===== src/hw/dists_defines.svh =====
// offsets, field positions and timing counts for the id and event status block
`ifndef DISTS_DEFINES_SVH
`define DISTS_DEFINES_SVH
`define DISTS_OFS_CHIP_IDENTITY_REVISION 12'h000
`define DISTS_OFS_STATUS 12'h008
`define DISTS_OFS_CTRL 12'h00C
`define DISTS_BIT_MACRTO 18
`define DISTS_BIT_TXSTOP 17
`define DISTS_BIT_RXSTOP 16
`define DISTS_BIT_PHY 15
`define DISTS_BIT_TXE 14
`define DISTS_BIT_TX_FIFO_UNDERRUN_FLAG 13
`define DISTS_BIT_TX_FIFO_OVERRUN_FLAG 12
`define DISTS_BIT_RXDF 11
`define DISTS_PIN_COUNT 11
`define DISTS_MAC_TIMEOUT_MS 8
`define DISTS_CLK_MHZ 100
`define DISTS_MAC_TIMEOUT_CYC (`DISTS_MAC_TIMEOUT_MS * 1000 * `DISTS_CLK_MHZ)
`define DISTS_CTRL_STOP_BIT 1
`define DISTS_CTRL_EXTPHY_BIT 0
`endif


===== src/hw/dists_pkg.sv =====
// types for the id and event status block
package dists_pkg;
    typedef struct packed {
        logic tx_halted;
        logic rx_halted;
        logic tx_error;
        logic tx_underrun;
        logic tx_overrun;
        logic rx_dropped;
    } dists_events_t;
    typedef enum logic [1:0] {
        DISTS_TX_RUN = 2'h0,
        DISTS_TX_DRAIN = 2'h1,
        DISTS_TX_HALT = 2'h3
    } dists_tx_state_t;
endpackage


===== src/hw/dists_sync.sv =====
// three-stage pin synchroniser with agreement filter
`timescale 1ns/1ps
module dists_sync
(
    input wire logic clk,
    input wire logic resetn,
    input wire logic ce,
    input wire logic din,
    output logic dout
);
    logic s1_r;
    logic s2_r;
    logic s3_r;
    always_ff @(posedge clk or negedge resetn)
    begin
        if (!resetn)
        begin
            s1_r <= 1'b0;
            s2_r <= 1'b0;
            s3_r <= 1'b0;
        end
        else if (ce)
        begin
            s1_r <= din;
            s2_r <= s1_r;
            s3_r <= s2_r;
        end
    end
    always_ff @(posedge clk or negedge resetn)
    begin
        if (!resetn)
            dout <= 1'b0;
        else if (ce && (s2_r == s3_r))
            dout <= s3_r;
    end
endmodule


===== src/hw/dists_top.sv =====
// device id register, event status register and mac reset supervision
//
// Function
// id register: model code high half, revision low half, read-only
// set bit 18 when eight millisecond mac reset timer expires
// after timeout release mac reset without waiting for phy clocks
// set bit 17 when stop requested and transmitter halted
// set bit 16 whenever receiver halts
// bit 15 read-only, follows phy interrupt level, not write-clearable
// bit 15 selects internal or external phy interrupt by configuration
// set bit 14 on transmit error
// set bit 13 on transmit fifo underrun
// set bit 12 on transmit fifo overrun
// set bit 11 whenever a received frame is dropped
// pulse events latch; write one clears, write zero leaves
// bits 10..0 flag the eleven pin interrupt levels
// after reset pin flags take the current pin state
// clearing a pin flag also clears that pin wake event
// stop finishes current frame, then stop request self-clears
// bits 31..19 read zero and ignore writes
//
// Added by the designer: the strobed register port.
`timescale 1ns/1ps
`include "dists_defines.svh"
module dists_top
#(
    parameter logic [15:0] MODEL_CODE = 16'h0A5A, // arbitrary value
    parameter logic [15:0] REVISION = 16'h0001, // arbitrary value
    parameter int MAC_TIMEOUT_CYC = `DISTS_MAC_TIMEOUT_CYC
)
(
    input wire logic clk,
    input wire logic resetn,
    input wire logic ce,
    input wire logic [11:0] addr,
    input wire logic [31:0] wdata,
    input wire logic wr,
    input wire logic rd,
    output logic [31:0] rdata,
    input wire dists_pkg::dists_events_t events,
    input wire logic tx_frame_busy,
    output logic tx_stop_req,
    input wire logic int_phy_irq,
    input wire logic ext_phy_irq,
    input wire logic [10:0] pin_irq,
    output logic [10:0] wake_clear,
    input wire logic mac_reset_req,
    input wire logic phy_clk_seen,
    output logic mac_reset
);
    logic [10:0] pin_s;
    logic int_phy_s;
    logic ext_phy_s;
    logic ext_phy_sel_r;
    logic [7:0] pulse_flags_r;
    logic [10:0] pin_flags_r;
    logic pin_loaded_r;
    logic [31:0] status;
    logic phy_level;
    logic [31:0] cnt_r;
    logic timeout_pulse;
    logic wr_status;
    logic wr_ctrl;
    logic [31:0] clr_mask;
    dists_pkg::dists_tx_state_t tx_state_r;
    dists_pkg::dists_tx_state_t tx_state_nxt;
    logic tx_halt_pulse;

    ////////////////////////////////////////////////////////////////////////
    genvar gi;
    generate
        for (gi = 0; gi < `DISTS_PIN_COUNT; gi++)
        begin : g_pin
            dists_sync u_sync
            (
                .clk(clk),
                .resetn(resetn),
                .ce(ce),
                .din(pin_irq[gi]),
                .dout(pin_s[gi])
            );
        end
    endgenerate
    dists_sync u_int_phy
    (
        .clk(clk),
        .resetn(resetn),
        .ce(ce),
        .din(int_phy_irq),
        .dout(int_phy_s)
    );
    dists_sync u_ext_phy
    (
        .clk(clk),
        .resetn(resetn),
        .ce(ce),
        .din(ext_phy_irq),
        .dout(ext_phy_s)
    );

    ////////////////////////////////////////////////////////////////////////
    assign wr_status = wr && (addr == `DISTS_OFS_STATUS);
    assign wr_ctrl = wr && (addr == `DISTS_OFS_CTRL);
    assign clr_mask = wr_status ? wdata : 32'h0000_0000;
    assign phy_level = ext_phy_sel_r ? ext_phy_s : int_phy_s;

    always_ff @(posedge clk or negedge resetn)
    begin
        if (!resetn)
            ext_phy_sel_r <= 1'b0;
        else if (ce && wr_ctrl)
            ext_phy_sel_r <= wdata[`DISTS_CTRL_EXTPHY_BIT];
    end

    ////////////////////////////////////////////////////////////////////////
    // mac reset supervision: count while reset held and no phy clock seen
    always_ff @(posedge clk or negedge resetn)
    begin
        if (!resetn)
            cnt_r <= 32'h0000_0000;
        else if (ce)
        begin
            if (!mac_reset_req || phy_clk_seen)
                cnt_r <= 32'h0000_0000;
            else if (cnt_r < 32'(MAC_TIMEOUT_CYC))
                cnt_r <= cnt_r + 32'h0000_0001;
        end
    end
    assign timeout_pulse = ce && mac_reset_req && !phy_clk_seen && (cnt_r == 32'(MAC_TIMEOUT_CYC - 1));
    // release without the phy clocks once timer expires
    assign mac_reset = mac_reset_req && !phy_clk_seen && (cnt_r < 32'(MAC_TIMEOUT_CYC));

    ////////////////////////////////////////////////////////////////////////
    // transmitter stop sequencing
    always_comb
    begin
        tx_state_nxt = tx_state_r;
        case (tx_state_r)
            dists_pkg::DISTS_TX_RUN:
                if (wr_ctrl && wdata[`DISTS_CTRL_STOP_BIT])
                    tx_state_nxt = dists_pkg::DISTS_TX_DRAIN;
            dists_pkg::DISTS_TX_DRAIN:
                if (!tx_frame_busy)
                    tx_state_nxt = dists_pkg::DISTS_TX_HALT;
            dists_pkg::DISTS_TX_HALT:
                tx_state_nxt = dists_pkg::DISTS_TX_RUN;
            default:
                tx_state_nxt = dists_pkg::DISTS_TX_RUN;
        endcase
    end
    always_ff @(posedge clk or negedge resetn)
    begin
        if (!resetn)
            tx_state_r <= dists_pkg::DISTS_TX_RUN;
        else if (ce)
            tx_state_r <= tx_state_nxt;
    end
    assign tx_stop_req = (tx_state_r == dists_pkg::DISTS_TX_DRAIN);
    assign tx_halt_pulse = ce && (tx_state_r == dists_pkg::DISTS_TX_DRAIN) && !tx_frame_busy;

    ////////////////////////////////////////////////////////////////////////
    // sticky pulse flags, set wins over clear; index = bit - 11
    always_ff @(posedge clk or negedge resetn)
    begin
        if (!resetn)
            pulse_flags_r <= 8'h00;
        else if (ce)
        begin
            pulse_flags_r <= (pulse_flags_r & ~clr_mask[18:11]) | {
                timeout_pulse,
                tx_halt_pulse | events.tx_halted,
                events.rx_halted,
                1'b0,
                events.tx_error,
                events.tx_underrun,
                events.tx_overrun,
                events.rx_dropped};
        end
    end

    ////////////////////////////////////////////////////////////////////////
    // pin flags latch levels until written one; first load after reset takes pin state
    always_ff @(posedge clk or negedge resetn)
    begin
        if (!resetn)
        begin
            pin_flags_r <= 11'h000;
            pin_loaded_r <= 1'b0;
        end
        else if (ce)
        begin
            pin_loaded_r <= 1'b1;
            if (!pin_loaded_r)
                pin_flags_r <= pin_s;
            else
                pin_flags_r <= (pin_flags_r & ~clr_mask[10:0]) | pin_s;
        end
    end
    always_ff @(posedge clk or negedge resetn)
    begin
        if (!resetn)
            wake_clear <= 11'h000;
        else if (ce)
            wake_clear <= clr_mask[10:0] & pin_flags_r;
    end

    ////////////////////////////////////////////////////////////////////////
    assign status = {13'h0000, pulse_flags_r[7:5], phy_level, pulse_flags_r[3:0], pin_flags_r};

    always_ff @(posedge clk or negedge resetn)
    begin
        if (!resetn)
            rdata <= 32'h0000_0000;
        else if (ce)
        begin
            if (rd)
            begin
                case (addr)
                    `DISTS_OFS_CHIP_IDENTITY_REVISION: rdata <= {MODEL_CODE, REVISION};
                    `DISTS_OFS_STATUS: rdata <= status;
                    `DISTS_OFS_CTRL: rdata <= {30'h0000_0000, tx_stop_req, ext_phy_sel_r};
                    default: rdata <= 32'h0000_0000;
                endcase
            end
            else
                rdata <= 32'h0000_0000;
        end
    end

    ////////////////////////////////////////////////////////////////////////
    timeout_sets_a: assert property (@(posedge clk) disable iff (!resetn)
        timeout_pulse |=> pulse_flags_r[7]) else $error("timeout flag not set");
    release_after_a: assert property (@(posedge clk) disable iff (!resetn)
        (cnt_r >= 32'(MAC_TIMEOUT_CYC)) |-> !mac_reset) else $error("mac reset held past timeout");
    halt_sets_a: assert property (@(posedge clk) disable iff (!resetn)
        tx_halt_pulse |=> pulse_flags_r[6]) else $error("tx halted flag not set");
    phy_follow_a: assert property (@(posedge clk) disable iff (!resetn)
        status[15] == phy_level) else $error("phy flag not following level");
    sticky_hold_a: assert property (@(posedge clk) disable iff (!resetn)
        (ce && pulse_flags_r[0] && !clr_mask[11]) |=> pulse_flags_r[0]) else $error("drop flag lost");
    w1c_clear_a: assert property (@(posedge clk) disable iff (!resetn)
        (ce && clr_mask[13] && !events.tx_underrun) |=> !pulse_flags_r[2]) else $error("underrun not cleared");
    wake_clr_a: assert property (@(posedge clk) disable iff (!resetn)
        (ce && wr_status && wdata[0] && pin_flags_r[0]) |=> wake_clear[0]) else $error("wake not cleared");
    stop_clear_a: assert property (@(posedge clk) disable iff (!resetn)
        (ce && tx_stop_req && !tx_frame_busy) |=> ##1 !tx_stop_req) else $error("stop not self clearing");
    reserved_zero_a: assert property (@(posedge clk) disable iff (!resetn)
        status[31:19] == 13'h0000) else $error("reserved bits nonzero");
endmodule


===== config.mk =====
export PLATFORM = sky130hd
export DESIGN_NAME = dists_top
export DESIGN_NICKNAME = d
export VERILOG_FILES = /design/src/hw/dists_pkg.sv /design/src/hw/dists_sync.sv /design/src/hw/dists_top.sv
export VERILOG_INCLUDE_DIRS = /design/src /design/src/hw
export SDC_FILE = /design/constraint.sdc
export NUM_CORES = 1
export LEC_CHECK = 0
export BUFFER_PORTS_ARGS = -buffer_cell sky130_fd_sc_hd__buf_2
export CAP_MARGIN = 25
export CORE_MARGIN = 2
export CORE_UTILIZATION = 50
export CTS_CLUSTER_SIZE = 30
export DETAILED_ROUTE_END_ITERATION = 8
export GPL_ROUTABILITY_DRIVEN = 0
export PLACE_DENSITY = 0.73
export SYNTH_ARGS = -nofsm -noshare
export SYNTH_HDL_FRONTEND = slang
export SYNTH_SLANG_ARGS = --single-unit

===== constraint.sdc =====
create_clock -name clk -period 2 [get_ports clk]
set_input_delay 0.4 -clock clk [delete_from_list [all_inputs] [get_ports clk]]
set_output_delay 0.4 -clock clk [all_outputs]
set_load 0.05 [all_outputs]

==> results.json <==
{
  "vias": 4457,
  "hold_viol": 0,
  "n_antenna_cell": 0,
  "synth-xor-area-share": 0,
  "antenna_found_initial": 0,
  "port_buffers": 93,
  "rsz0062_at_grt": "yes",
  "synth_commonest_cells": "137 x dfrtp_1, 53 x mux2_2, 38 x nand2_1",
  "slew_headroom": 0.614,
  "drt-vias-per-instance": 5.71,
  "synthMuxAreaShare": 0.0984,
  "rows": 40,
  "worstPathRequired_ns": 1.60,
  "endpoint_kind": "output pin",
  "grt_overflow": 0,
  "worstMarginPinSlew_ns": 0.580,
  "nets": 693,
  "cp_max_fo": 2,
  "post-dp-hpwl_mm": 8.62,
  "drive_above_1_share": 0.366,
  "synth_area_leaders": "dfrtp_1 57%, mux2_2 9.8%, a22o_1 3.3%",
  "synthFlopType": "dfrtp_1",
  "die_area_um2": 13000,
  "yosys_warnings": 0,
  "min_from": "pin_irq[7]",
  "maxCapViolCount": 0,
  "yosysMostFrequentCell": "dfrtp_1",
  "min_path_type": "in2reg",
  "async_flop_share": 1.00,
  "grt_pass1_vias": 4579,
  "dieHeight_um": 114,
  "fin_cells": 781,
  "start_util": 0.509,
  "power_mw": 6.80,
  "startpoint": "cnt_r[22]",
  "grt_pass1_wl_mm": 22.2,
  "synth_top_cell_area_share": 0.565,
  "outcome": "finished, violations left",
  "hold_ws_ns": 0.209,
  "synth_cells": 517,
  "synth_edf_count": 0,
  "synth_compound_area_frac": 0.163,
  "peakVddDrop_uv": 647,
  "path_class": "reg2out",
  "fin_util": 0.629,
  "fmax_mhz": 444,
  "finalCritPeriodShare": 1.13,
  "synth-simple-area-share": 0.120,
  "fin_crit_ns": 2.25,
  "grt_use_total": 0.218,
  "setup_ws_ns": -0.252,
  "skew_ns": 0.00947,
  "synth_largest_area_cell": "dfrtp_1",
  "ant_nets": 0,
  "synth_top_family_by_area": "compound AO/OA/AOI/OAI gates",
  "clk_latency_ns": 0.42,
  "drt_iter0_drc": 421,
  "syn_avg_cell_area_um2": 11.7,
  "ios": 116,
  "cts_tree": "yes",
  "die_w_um": 114,
  "firstDrtPassIters": 4,
  "numCtsBuffers": 17,
  "violations": "negative setup slack",
  "placed_area_um2": 6790,
  "final-max-slew-violation-count": 0,
  "totalWireLength_mm": 13.1,
  "area_growth_pct": 23.6,
  "cts_root_buf": "clkbuf_16",
  "worstReg2RegStart": "cnt_r[22]",
  "dp_slack_ns": -0.0341,
  "setup_viol": 1,
  "synth_area_um2": 6060,
  "htree_levels": 4,
  "yosysUniqueCellTypes": 52,
  "drc": 0,
  "grt_max_degree": 56,
  "cts.sink_count": 137,
  "start_kind": "flip-flop",
  "finalSetupTns_ns": -0.252,
  "core_um2": 11900,
  "critical_path_arrival_ns": 1.85,
  "synth_adder_area_share": 0.00206,
  "p_per_area_nw_per_um2": 908,
  "clkTransAtPathRegs_ns": 0.06,
  "routedWlPerCell_um": 16.7,
  "dp.cells": 745,
  "p_leak_nw": 3.58,
  "fin_area_um2": 7490,
  "ys_seq_area_frac": 0.565,
  "cts_buffer_depth": 2,
  "ys_ff_latch": 137
}
==> flip-flops by register name, indices dropped and copies added (netlist names), 2 cells and up <==
register	count
g_pin.u_sync.dout	11
pulse_flags_r	7
g_pin.u_sync.s2_r	11
cnt_r	32
wake_clear	11
pin_flags_r	11
tx_state_r	2
g_pin.u_sync.s3_r	11
g_pin.u_sync.s1_r	11
rdata	20
==> critical path, stage by stage (launching register included) <==
cell     delay (ns)
dfrtp_1        0.40
nor4_4         0.32
and4_1         0.27
o21ai_2        0.08
buf_4          0.14
nor2_4         0.07
buf_6          0.16
==> worst paths after layout <==
path                       cells after the start  slack [ns]              endpoint
max in group asynchronous                      3        0.89              rdata[0]
min in group asynchronous                      2        0.47              cnt_r[8]
max reg2reg                                    7        0.04              cnt_r[6]
min reg2reg                                    1        0.48         wake_clear[5]
min                                            2        0.21  g_pin[7].u_sync.s1_r
max                                            6       -0.25             mac_reset
==> where the power goes <==
part / switching, mW / internal (mW)
registers: 0.153 / 2.99
logic: 0.318 / 0.292
clock network: 1.17 / 1.88
==> cells in the final DEF (no fill, tap or decap), types with 16 or more instances in the layout <==
master / instances
dfrtp_1: 137
buf_2: 90
mux2_2: 53
nand2_1: 38
o21ai_0: 35
a22o_1: 23
buf_4: 19
inv_1: 18
nand3_1: 17
clkbuf_16: 17
a21oi_1: 16
==> cell families after synthesis <==
family / count (synthesis)
compound gates: 135
fa+ha+maj: 1
buf+inv: 61
flops: 137
mux: 53
other cells: 1
simple gates: 129
==> area by class of cell <==
cell class                 instances  area, um2
sequential                       137       3430
tap                              147        184
timing repair buffer             121        806
clock inverter                     8       85.1
multi-input combinational        326       2420
inverter                          18       67.6
clock buffer                      24        502
fill                             910       4420
==> what timing repair did <==
| item | 4_1_cts | 5_1_grt |
|---|---|---|
| gates resized for setup | 7 | 10 |
| endpoints found under the setup margin | 18 | 30 |
| hold endpoints to repair | 44 | 0 |
| setup buffers | 3 | 0 |
| hold buffers | 1 | 0 |
| pin swaps | 4 | 1 |
==> metal layers <==
layer / part of all wire / global-route usage / up-vias
met2: 0.49 / 0.354 / 129
li1: - / - / 2098
met4: 0.018 / 0.0699 / 0
met5: 0 / 0 / -
met1: 0.43 / 0.273 / 2204
met3: 0.066 / 0.0794 / 26
Note: power is estimated with default switching activity, not from simulation.
